<file path="config.mk">
export PLATFORM = sky130hd
export DESIGN_NAME = gp_gpio
export DESIGN_NICKNAME = d
export VERILOG_FILES = /design/src/hdl/gp_gpio.v
export VERILOG_INCLUDE_DIRS = /design/src /design/src/hdl
export SDC_FILE = /design/constraint.sdc
export NUM_CORES = 1
export LEC_CHECK = 0
export BUFFER_PORTS_ARGS = -buffer_cell sky130_fd_sc_hd__buf_2
export CAP_MARGIN = 20
export CORE_MARGIN = 4
export CORE_UTILIZATION = 65
export CTS_CLUSTER_SIZE = 28
export DETAILED_ROUTE_END_ITERATION = 8
export MAX_ROUTING_LAYER = met4
export PLACE_DENSITY = 0.88
export RECOVER_POWER = 50
export SYNTH_ARGS = -nofsm -noshare
export SYNTH_HDL_FRONTEND = slang
export SYNTH_SLANG_ARGS = --single-unit
export TNS_END_PERCENT = 10
</file>
<file path="constraint.sdc">
create_clock -name pclk -period 6.3 [get_ports pclk]
set_clock_uncertainty 0.05 [all_clocks]
set_input_delay 0.945 -clock pclk [delete_from_list [all_inputs] [get_ports pclk]]
set_output_delay 0.945 -clock pclk [all_outputs]
set_load 0.01 [all_outputs]
</file>
<file path="src/hdl/gpio_map.vh">
`ifndef GPIO_MAP_VH
`define GPIO_MAP_VH
`define GP_OFS_OUT_DATA    12'h000
`define GP_OFS_IN_DATA     12'h004
`define GP_OFS_DIR         12'h008
`define GP_OFS_BYPASS      12'h00C
`define GP_OFS_SET         12'h010
`define GP_OFS_CLEAR       12'h014
`define GP_OFS_RSVD0       12'h018
`define GP_OFS_RSVD1       12'h01C
`define GP_OFS_IRQ_EN      12'h020
`define GP_OFS_IRQ_RAW     12'h024
`define GP_OFS_IRQ_MSK_ST  12'h028
`define GP_OFS_IRQ_MASK    12'h02C
`define GP_OFS_IRQ_CLR     12'h030
`define GP_OFS_IRQ_TRIG    12'h034
`define GP_OFS_IRQ_BOTH    12'h038
`define GP_OFS_IRQ_POL     12'h03C
`define GP_OFS_DB_EN       12'h040
`define GP_OFS_DB_DIV      12'h044
`define GP_ADDR_MSB        11
`define GP_ZERO32          32'h00000000
`define GP_RST_DB_DIV      32'h000007D0
`define GP_DB_DIV_MASK     32'h00FFFFFF
`define GP_CNT_ONE         24'h000001
`define GP_CNT_ZERO        24'h000000
`endif

</file>
<file path="src/hdl/gp_gpio.v">
// Overview of operation
// - Output pins drive stored output data.
// - Input pins sample pad into input data.
// - Output enable follows direction, or alternate enable when bypassed.
// - Bypass routes pad to alternate peripheral.
// - Set-bits write sets selected output bits.
// - Clear-bits write clears selected output bits.
// - Detect only on enabled input pins.
// - Raw status shows detection while enabled.
// - Masked status needs enable, raw, unmasked.
// - Clear write drops raw and masked status.
// - Trigger bit selects edge or level.
// - Dual-edge bit selects both transitions.
// - Polarity picks rising or falling edge.
// - Level polarity picks high or low.
// - Debounce samples detection on slower tick.
// - Tick rate is clock over divider plus one.
`timescale 1ns/1ps
`default_nettype none
`include "gpio_map.vh"
module gp_gpio (
  input  wire        pclk,
  input  wire        presetn,
  input  wire        psel,
  input  wire        penable,
  input  wire        pwrite,
  input  wire [31:0] paddr,
  input  wire [31:0] pwdata,
  output reg  [31:0] prdata,
  output wire        pready,
  output wire        pslverr,
  input  wire [31:0] pad_in,
  output reg  [31:0] pad_out,
  output reg  [31:0] pad_oe,
  input  wire [31:0] alt_oe,
  input  wire [31:0] alt_drive,
  output reg  [31:0] alt_sense,
  output reg         irq
);

  // Every access completes in its first access cycle, so the ready flop is simply held high.
  reg        ready_reg;
  reg        err_reg;
  assign pready  = ready_reg;
  assign pslverr = err_reg;

  reg  [31:0] output_data_reg;
  reg  [31:0] input_data_reg;
  reg  [31:0] pin_direction_reg;
  reg  [31:0] alternate_pass_through_reg;
  reg  [31:0] irq_detect_enable_reg;
  reg  [31:0] irq_raw_status_reg;
  reg  [31:0] irq_block_mask_reg;
  reg  [31:0] irq_edge_or_level_reg;
  reg  [31:0] irq_dual_edge_reg;
  reg  [31:0] irq_polarity_reg;
  reg  [31:0] debounce_enable_reg;
  reg  [31:0] debounce_divider_reg;
  reg  [23:0] div_cnt_reg;
  reg         tick_reg;
  reg  [31:0] sync1_reg;
  reg  [31:0] sync2_reg;
  reg  [31:0] sync3_reg;
  reg  [31:0] stable_reg;
  reg  [31:0] prev_reg;
  reg  [31:0] rd_next;
  reg         rd_ok;

  wire        wr_en = psel & penable & pwrite;
  wire [11:0] ofs   = paddr[`GP_ADDR_MSB:0];
  wire        hit   = (paddr[31:`GP_ADDR_MSB+1] == 20'h00000) && (paddr[1:0] == 2'h0);

  function sel;
    input [11:0] a;
    input [11:0] b;
    begin
      sel = (a == b);
    end
  endfunction

  // Bypassed pins are not inputs, so input data and detection ignore their pad.
  wire [31:0] is_input   = ~pin_direction_reg & ~alternate_pass_through_reg;
  wire [31:0] armed      = irq_detect_enable_reg & is_input;
  wire [31:0] masked_st  = irq_raw_status_reg & irq_detect_enable_reg & ~irq_block_mask_reg;
  wire [31:0] clr_bits   = (wr_en && hit && sel(ofs, `GP_OFS_IRQ_CLR)) ? pwdata : `GP_ZERO32;
  wire        sample_now;
  wire [31:0] detect;

  assign sample_now = 1'b1;

  // Debounce tick: one pulse every divider plus one clocks.
  always @(posedge pclk or negedge presetn)
  begin
    if (!presetn)
    begin
      div_cnt_reg <= `GP_CNT_ZERO;
      tick_reg    <= 1'b0;
    end
    else if (div_cnt_reg >= debounce_divider_reg[23:0])
    begin
      div_cnt_reg <= `GP_CNT_ZERO;
      tick_reg    <= 1'b1;
    end
    else
    begin
      div_cnt_reg <= div_cnt_reg + `GP_CNT_ONE;
      tick_reg    <= 1'b0;
    end
  end

  // Three-stage synchroniser; a change counts once stages two and three agree.
  always @(posedge pclk or negedge presetn)
  begin
    if (!presetn)
    begin
      sync1_reg  <= `GP_ZERO32;
      sync2_reg  <= `GP_ZERO32;
      sync3_reg  <= `GP_ZERO32;
      stable_reg <= `GP_ZERO32;
    end
    else
    begin
      sync1_reg  <= pad_in;
      sync2_reg  <= sync1_reg;
      sync3_reg  <= sync2_reg;
      stable_reg <= (sync2_reg & sync3_reg) | (stable_reg & (sync2_reg | sync3_reg));
    end
  end

  genvar i;
  generate
    for (i = 0; i < 32; i = i + 1)
    begin : g_pin
      // Each pin takes its sample either every clock or on the debounce tick alone.
      wire step = debounce_enable_reg[i] ? tick_reg : sample_now;
      wire cur  = stable_reg[i];
      wire old  = prev_reg[i];
      wire rise = cur & ~old;
      wire fall = ~cur & old;
      wire edg  = irq_dual_edge_reg[i] ? (rise | fall) :
                  (irq_polarity_reg[i] ? fall : rise);
      wire lvl  = irq_polarity_reg[i] ? ~cur : cur;
      assign detect[i] = step & armed[i] & (irq_edge_or_level_reg[i] ? lvl : edg);

      always @(posedge pclk or negedge presetn)
      begin
        if (!presetn)
          prev_reg[i] <= 1'b0;
        else if (step)
          prev_reg[i] <= cur;
      end
    end
  endgenerate

  // Raw status: a fresh detection in the clear cycle wins over the clear.
  always @(posedge pclk or negedge presetn)
  begin
    if (!presetn)
      irq_raw_status_reg <= `GP_ZERO32;
    else
      irq_raw_status_reg <= (irq_raw_status_reg & ~clr_bits) | detect;
  end

  // Register writes.
  always @(posedge pclk or negedge presetn)
  begin
    if (!presetn)
    begin
      output_data_reg            <= `GP_ZERO32;
      pin_direction_reg          <= `GP_ZERO32;
      alternate_pass_through_reg <= `GP_ZERO32;
      irq_detect_enable_reg      <= `GP_ZERO32;
      irq_block_mask_reg         <= `GP_ZERO32;
      irq_edge_or_level_reg      <= `GP_ZERO32;
      irq_dual_edge_reg          <= `GP_ZERO32;
      irq_polarity_reg           <= `GP_ZERO32;
      debounce_enable_reg        <= `GP_ZERO32;
      debounce_divider_reg       <= `GP_RST_DB_DIV;
    end
    else if (wr_en && hit)
    begin
      case (ofs)
        `GP_OFS_OUT_DATA:  output_data_reg <= pwdata;
        `GP_OFS_SET:       output_data_reg <= output_data_reg | pwdata;
        `GP_OFS_CLEAR:     output_data_reg <= output_data_reg & ~pwdata;
        `GP_OFS_DIR:       pin_direction_reg <= pwdata;
        `GP_OFS_BYPASS:    alternate_pass_through_reg <= pwdata;
        `GP_OFS_IRQ_EN:    irq_detect_enable_reg <= pwdata;
        `GP_OFS_IRQ_MASK:  irq_block_mask_reg <= pwdata;
        `GP_OFS_IRQ_TRIG:  irq_edge_or_level_reg <= pwdata;
        `GP_OFS_IRQ_BOTH:  irq_dual_edge_reg <= pwdata;
        `GP_OFS_IRQ_POL:   irq_polarity_reg <= pwdata;
        `GP_OFS_DB_EN:     debounce_enable_reg <= pwdata;
        `GP_OFS_DB_DIV:    debounce_divider_reg <= pwdata & `GP_DB_DIV_MASK;
        default:           output_data_reg <= output_data_reg;
      endcase
    end
  end

  // Input data follows the synchronised pad on input pins and holds elsewhere.
  always @(posedge pclk or negedge presetn)
  begin
    if (!presetn)
      input_data_reg <= `GP_ZERO32;
    else
      input_data_reg <= (stable_reg & is_input) | (input_data_reg & ~is_input);
  end

  // Read mux.
  always @*
  begin
    rd_next = `GP_ZERO32;
    rd_ok   = 1'b1;
    case (ofs)
      `GP_OFS_OUT_DATA:   rd_next = output_data_reg;
      `GP_OFS_IN_DATA:    rd_next = input_data_reg;
      `GP_OFS_DIR:        rd_next = pin_direction_reg;
      `GP_OFS_BYPASS:     rd_next = alternate_pass_through_reg;
      `GP_OFS_IRQ_EN:     rd_next = irq_detect_enable_reg;
      `GP_OFS_IRQ_RAW:    rd_next = irq_raw_status_reg;
      `GP_OFS_IRQ_MSK_ST: rd_next = masked_st;
      `GP_OFS_IRQ_MASK:   rd_next = irq_block_mask_reg;
      `GP_OFS_IRQ_TRIG:   rd_next = irq_edge_or_level_reg;
      `GP_OFS_IRQ_BOTH:   rd_next = irq_dual_edge_reg;
      `GP_OFS_IRQ_POL:    rd_next = irq_polarity_reg;
      `GP_OFS_DB_EN:      rd_next = debounce_enable_reg;
      `GP_OFS_DB_DIV:     rd_next = debounce_divider_reg;
      `GP_OFS_SET:        rd_next = `GP_ZERO32;
      `GP_OFS_CLEAR:      rd_next = `GP_ZERO32;
      `GP_OFS_IRQ_CLR:    rd_next = `GP_ZERO32;
      `GP_OFS_RSVD0:      rd_next = `GP_ZERO32;
      `GP_OFS_RSVD1:      rd_next = `GP_ZERO32;
      default:            rd_ok   = 1'b0;
    endcase
    if (!hit)
      rd_ok = 1'b0;
  end

  // Read data and error are registered in the setup cycle so they stand during the access cycle.
  always @(posedge pclk or negedge presetn)
  begin
    if (!presetn)
    begin
      prdata    <= `GP_ZERO32;
      err_reg   <= 1'b0;
      ready_reg <= 1'b0;
    end
    else
    begin
      ready_reg <= 1'b1;
      if (psel && !penable)
      begin
        prdata  <= (!pwrite && rd_ok) ? rd_next : `GP_ZERO32;
        err_reg <= ~rd_ok;
      end
      else if (!psel)
        err_reg <= 1'b0;
    end
  end

  // Pad and alternate paths are registered so every output leaves a flop.
  always @(posedge pclk or negedge presetn)
  begin
    if (!presetn)
    begin
      pad_out   <= `GP_ZERO32;
      pad_oe    <= `GP_ZERO32;
      alt_sense <= `GP_ZERO32;
      irq       <= 1'b0;
    end
    else
    begin
      pad_out   <= (alternate_pass_through_reg & alt_drive) |
                   (~alternate_pass_through_reg & output_data_reg & pin_direction_reg);
      pad_oe    <= (alternate_pass_through_reg & alt_oe) |
                   (~alternate_pass_through_reg & pin_direction_reg);
      alt_sense <= stable_reg & alternate_pass_through_reg;
      irq       <= |masked_st;
    end
  end

endmodule // gp_gpio
`default_nettype wire

</file>
After elaboration in Yosys (flattened, before gate mapping)
Index checks and enable logic that the tools add are counted.
{ "totals": {"reg_bits": 692, "latch_bits": 0, "ramBits": 0, "mem_bits_ro": 0, "output_inout_bits": 131, "wordCells": 526, "n_memories": 0} }
{ "op_classes": {"n_addsub": 1, "multipliers": 0, "div_mod_pow": 0, "n_lt_le_gt_ge": 1, "eq_ne": 18, "shift": 0, "mux": 170, "bitwise": 256, "reduce_logical": 23} }
{ "ops": {"columns": ["op", "n"], "rows": [
  ["$and 32x32->32", 16],
  ["$pmux 32 s13", 1],
  ["$or 32x32->32", 7],
  ["$not 32->32", 6],
  ["$mux 1", 165],
  ["$and 1x1->1", 130],
  ["$eq 12x6->1 const B", 8],
  ["$pmux 32 s3", 1],
  ["$not 1->1", 65],
  ["$mux 32", 2],
  ["$eq 12x5->1 const B", 4],
  ["$or 1x1->1", 32],
  ["$reduce_or 32->1", 1],
  ["$add 24x1->24 const B", 1],
  ["$eq 12x4->1 const B", 2],
  ["$eq 12x7->1 const B", 2],
  ["$ge 24x24->1", 1],
  ["$mux 24", 1],
  ["$logic_not 20->1", 1],
  ["$reduce_and 2->1", 10],
  ["$reduce_or 18->1", 1],
  ["$eq 12x3->1 const B", 1],
  ["$logic_not 12->1", 1],
  ["$logic_and 1x1->1", 5],
  ["4 further kinds", 5]
]} }

Depth between registers and ports, before layout
{ "depth": {"word_depth": 8, "depth_mapped": 10, "ltp_nobuf": 7} }

Worst setup path before layout
Ideal clock, no wire load.
{ "synth_path": {"path_type": "input to register", "from": "input port paddr[12]", "to": "register debounce_enable_reg[10]", "arrival_time_ns": 2.861, "required_time_ns": 6.125, "path_slack_ns": 3.264, "path_stages": 6, "n_path_buf": 1, "cell_sequence": "or4_4 -> nor4_4 -> nand2_4 -> nor4_4 -> buf_6 -> mux2_2"} }
{ "synth_via": {"elab_chain_cells": 4} }
{ "synth_rtl": {"columns": ["element", "line", "rtl"], "rows": [
  ["from (decl)", "gp_gpio.v:27", "input wire [31:0] paddr,"],
  ["$logic_not 20->1", "gp_gpio.v:71", "wire hit = (paddr[31:`GP_ADDR_MSB+1] == 20'h00000) && (paddr[1:0] == 2'h0);"],
  ["$logic_and 1x1->1", "gp_gpio.v:71", null],
  ["$logic_and 1x1->1", "gp_gpio.v:180", "else if (wr_en && hit)"],
  ["$reduce_and 2->1 (no line)", null, null],
  ["to (signal assigned)", "gp_gpio.v:177", "debounce_enable_reg <= `GP_ZERO32;"],
  ["to (signal assigned)", "gp_gpio.v:193", "`GP_OFS_DB_EN: debounce_enable_reg <= pwdata;"],
  ["to (decl)", "gp_gpio.v:57", "reg [31:0] debounce_enable_reg;"]
]} }
Every way passes these cells.
A chain may end at the register's enable or synchronous reset.

Worst setup path in the final report
{ "layout_path": {"from": "input port paddr[3]", "to": "register irq_dual_edge_reg[7]"} }
{ "layout_via": {"elab_chain_cells": 2} }
{ "layout_rtl": {"columns": ["element", "line", "rtl"], "rows": [
  ["$eq 12x6->1", "gp_gpio.v:182", "case (ofs)"],
  ["$reduce_and 2->1 (no line)", null, null],
  ["to (signal assigned)", "gp_gpio.v:175", "irq_dual_edge_reg <= `GP_ZERO32;"],
  ["to (signal assigned)", "gp_gpio.v:191", "`GP_OFS_IRQ_BOTH: irq_dual_edge_reg <= pwdata;"],
  ["to (decl)", "gp_gpio.v:55", "reg [31:0] irq_dual_edge_reg;"]
]} }
Every way passes these cells.

==> run_results.csv <==
group,metric,value,unit
status,status,"finished with violations",
clock_tree,cts_buffer_depth,3,
clock_tree,clock_transition_at_the_registers_of_the_reported_paths,0.06,ns
hold_path,min_path_type,"reg -> reg",
critical_path,arrival,4.14,ns
layout,fraction_of_layout_cells_with_a_size_suffix_above_1,28.6,%
floorplanning,die_h,232,µm
clock_tree,ctsRootBufferMaster,"clkbuf_16",
synthesis,synth_edf_count,0,
synthesis,synthesis.yosys.warnings,0,
floorplanning,start_util,66.1,%
critical_path,cp.required,6.74,ns
synthesis,synth.net_count,3052,
global_route,number_of_antenna_violations_at_the_first_check_in_global_routing,3,
layout,final_cells,3793,
synthesis,share_of_flip_flops_with_an_asynchronous_set_or_reset,100,%
drt,antenna_left,0,
synthesis,syn_avg_cell_area,11.6,µm²
synthesis,ys_ff_latch,692,
synthesis,postSynth.topFlopCell,"dfrtp_1",
synthesis,synthCells,2798,
clock_tree,clock_buffer_count_from_cts,71,
placement,io_buffer_count,295,
synthesis,synth.cell_area,0.0325,mm²
floorplanning,placement_rows,81,
clock_tree,cts_htree_levels,3,
global_route,all_layer_gr_usage,40.5,%
sta,final.period_utilization,58.7,%
placement,placed_wire_length_estimate_after_detailed_placement,70.1,mm
clock_tree,cts_resized,0,
synthesis,synth_seq_area_share,53.2,%
pwr,powerDensity,257,mW/mm²
clock_tree,cts_hold_repair.buffers,0,
pwr,ir_worst_vdd,235,µV
clock_tree,cts_tree,"built",
drt,drt_first_pass_iters,6,
sta,total_count_of_max_transition_violations_in_the_final_report,146,
layout,most-common-layout-cells,"dfrtp_1, mux2_2, buf_2",
critical_path,ff2ff_path_depth,6,
layout,multi_input_comb_area,0.0141,mm²
drt,postRouteWirelength,107,mm
sta,max-slew-margin-rel,-108,%
drt,drc,0,
drt,routed_via_density,6.82,
drt,routed_wire_length_per_instance,28.1,µm
layout,flow.area_growth_from_synthesis,13.7,%
sta,layout_min_cycle_time,3.70,ns
placement,gpl.final_weighted_congestion,0.984,
critical_path,path_class,"in -> reg",
drt,routed_via_count,25850,
layout,nFillCells,3150,
global_route,via_count_of_the_first_global_routing_pass,26041,
synthesis,yosysUniqueCellTypes,91,
sta,rsz_0062_raised_after_global_routing,"no",
global_route,grt_max_degree,165,
drt,detail_route.iter0.violations,3608,
sta,final_hold_viol_count,0,
sta,totalNegativeSetupSlack,0,ns
sta,max_freq,0.270,GHz
run,drv_cap,2,
clock_tree,clock-sinks,692,
layout,layout.cells.most_common,"dfrtp_1",
status,violations,"max-capacitance violations, max-slew violations",
layout,final_nets,3323,
placement,dp_cells,3658,
pwr,cellLeakagePower,0.0176,µW
hold_path,number_of_cells_on_the_worst_hold_path,0,
floorplanning,total_die_area,0.0537,mm²
critical_path,crit_path_max_fanout,18,
critical_path,worst_setup_path_end_kind,"flop",
floorplanning,ioPinCount,296,
clock_tree,clkLatencyLatePin,0.63,ns
critical_path,worst_setup_path_start_kind,"input port",
global_route,grt_pass1_wl,160,mm
sta,worst_pin_slew,3.12,ns
floorplanning,die_w,232,µm
clock_tree,cts.repair_timing.setup_buffer_count,0,
global_route,grt.overflow.total,0,
sta,report.final.setup_viol,0,
layout,regArea,0.0173,mm²
floorplanning,coreArea,0.0493,mm²
-- metrics by stage --
| step | setup slack [ns] | hold WS, ns | instance area, µm² | utilization [%] | power, µW |
|---|---|---|---|---|---|
| after floorplan | 3.26 | 0.281 | 32500 | - | 4950 |
| after global placement | 1.90 | 0.282 | 34600 | 70.3 | 5220 |
| after detailed placement | 2.15 | 0.285 | 34600 | 70.3 | 5260 |
| after CTS | 2.76 | 0.293 | 37000 | 75.1 | 9510 |
| after global routing | 2.04 | 0.293 | 37000 | 75.1 | 9760 |
| final | 2.60 | 0.287 | 37000 | 75.1 | 9510 |
-- critical path: stages --
cell and delay (ns):
buf_2 0.47, buf_4 0.40, nor4b_1 0.69, buf_2 0.28
and2_1 0.17, nand2_2 0.39, buf_4 0.42, mux2_1 0.34
-- logic make-up after synthesis --
group	count (synthesis)	share of synthesized area (%)
and+or+nand+nor	755	12.3
DFF	692	53.2
AOI/OAI and AO/OA	471	9.72
muxes	446	15.4
buffers and inverters	258	3.48
adders and majority gates	121	4.41
xor gates and xnor gates	54	1.45
other	1	0.0115
-- cells in the mapped netlist, types with 7 or more instances --
master | instances | area share [%]
xor2_1 | 37 | 1.0
nor4_4 | 7 | 0.46
a211oi_1 | 7 | 0.16
mux2_1 | 12 | 0.42
nand4_1 | 54 | 1.0
a32oi_1 | 17 | 0.46
and2_1 | 36 | 0.69
o32ai_1 | 11 | 0.30
o21ai_1 | 11 | 0.17
nor4_1 | 22 | 0.42
o22ai_1 | 10 | 0.19
xnor2_1 | 17 | 0.46
buf_2 | 34 | 0.52
a22oi_1 | 42 | 0.97
mux2i_1 | 40 | 1.2
maj3_1 | 32 | 0.98
ha_1 | 89 | 3.4
nor3_1 | 52 | 0.80
nand3_1 | 76 | 1.2
a31oi_1 | 10 | 0.19
nor2b_1 | 10 | 0.19
nand2_1 | 263 | 3.0
clkbuf_1 | 92 | 1.1
and3_1 | 13 | 0.25
buf_6 | 11 | 0.38
inv_1 | 105 | 1.2
a221oi_1 | 7 | 0.19
a21oi_1 | 26 | 0.40
buf_4 | 7 | 0.16
o2bb2ai_1 | 7 | 0.19
a221o_1 | 9 | 0.28
nand3b_1 | 16 | 0.37
mux2_2 | 390 | 13
nand2b_1 | 93 | 1.8
nor2_1 | 66 | 0.76
o211ai_1 | 43 | 0.99
a32o_1 | 12 | 0.37
a22o_1 | 18 | 0.48
dfrtp_1 | 686 | 53
o21ai_0 | 189 | 2.9
-- per-layer routing --
metal  vias up  wire, µm  global-route usage [%]
met4         0      7040                    19.7
met1     12859     39200                    51.7
li1      10602         -                       -
met5         -         0                       -
met3       515     12700                    11.4
met2      1874     47600                    60.5
-- path summary, 6_finish.rpt --
path | startpoint | to | slack, ns
setup reg to reg | debounce_divider_reg[23] | div_cnt_reg[12] | 3.29
min in group asynchronous | presetn | irq_block_mask_reg[0] | 1.25
setup / recovery | paddr[3] | irq_dual_edge_reg[7] | 2.60
hold reg to reg | sync1_reg[13] | sync2_reg[13] | 0.29
max in group asynchronous | presetn | pin_direction_reg[24] | 2.71
hold / removal | sync1_reg[13] | sync2_reg[13] | 0.29
-- layout make-up --
cell class              count  share of cell area, %
diodes                      4                 0.0271
clock buffers             106                   5.60
clock inverters            23                  0.754
inverters                 106                   1.08
multi-input cells        1848                   38.2
flip-flops and latches    692                   46.8
well taps                 664                   2.25
repair buffers            350                   5.27
-- power breakdown --
group	internal, µW	switching [µW]	leakage (µW)	total, µW
Clock	2500	1810	0.00115	4300
Sequential	4540	96.6	0.00903	4640
Combinational	191	378	0.00743	569
(Power assumes the default switching activity.)
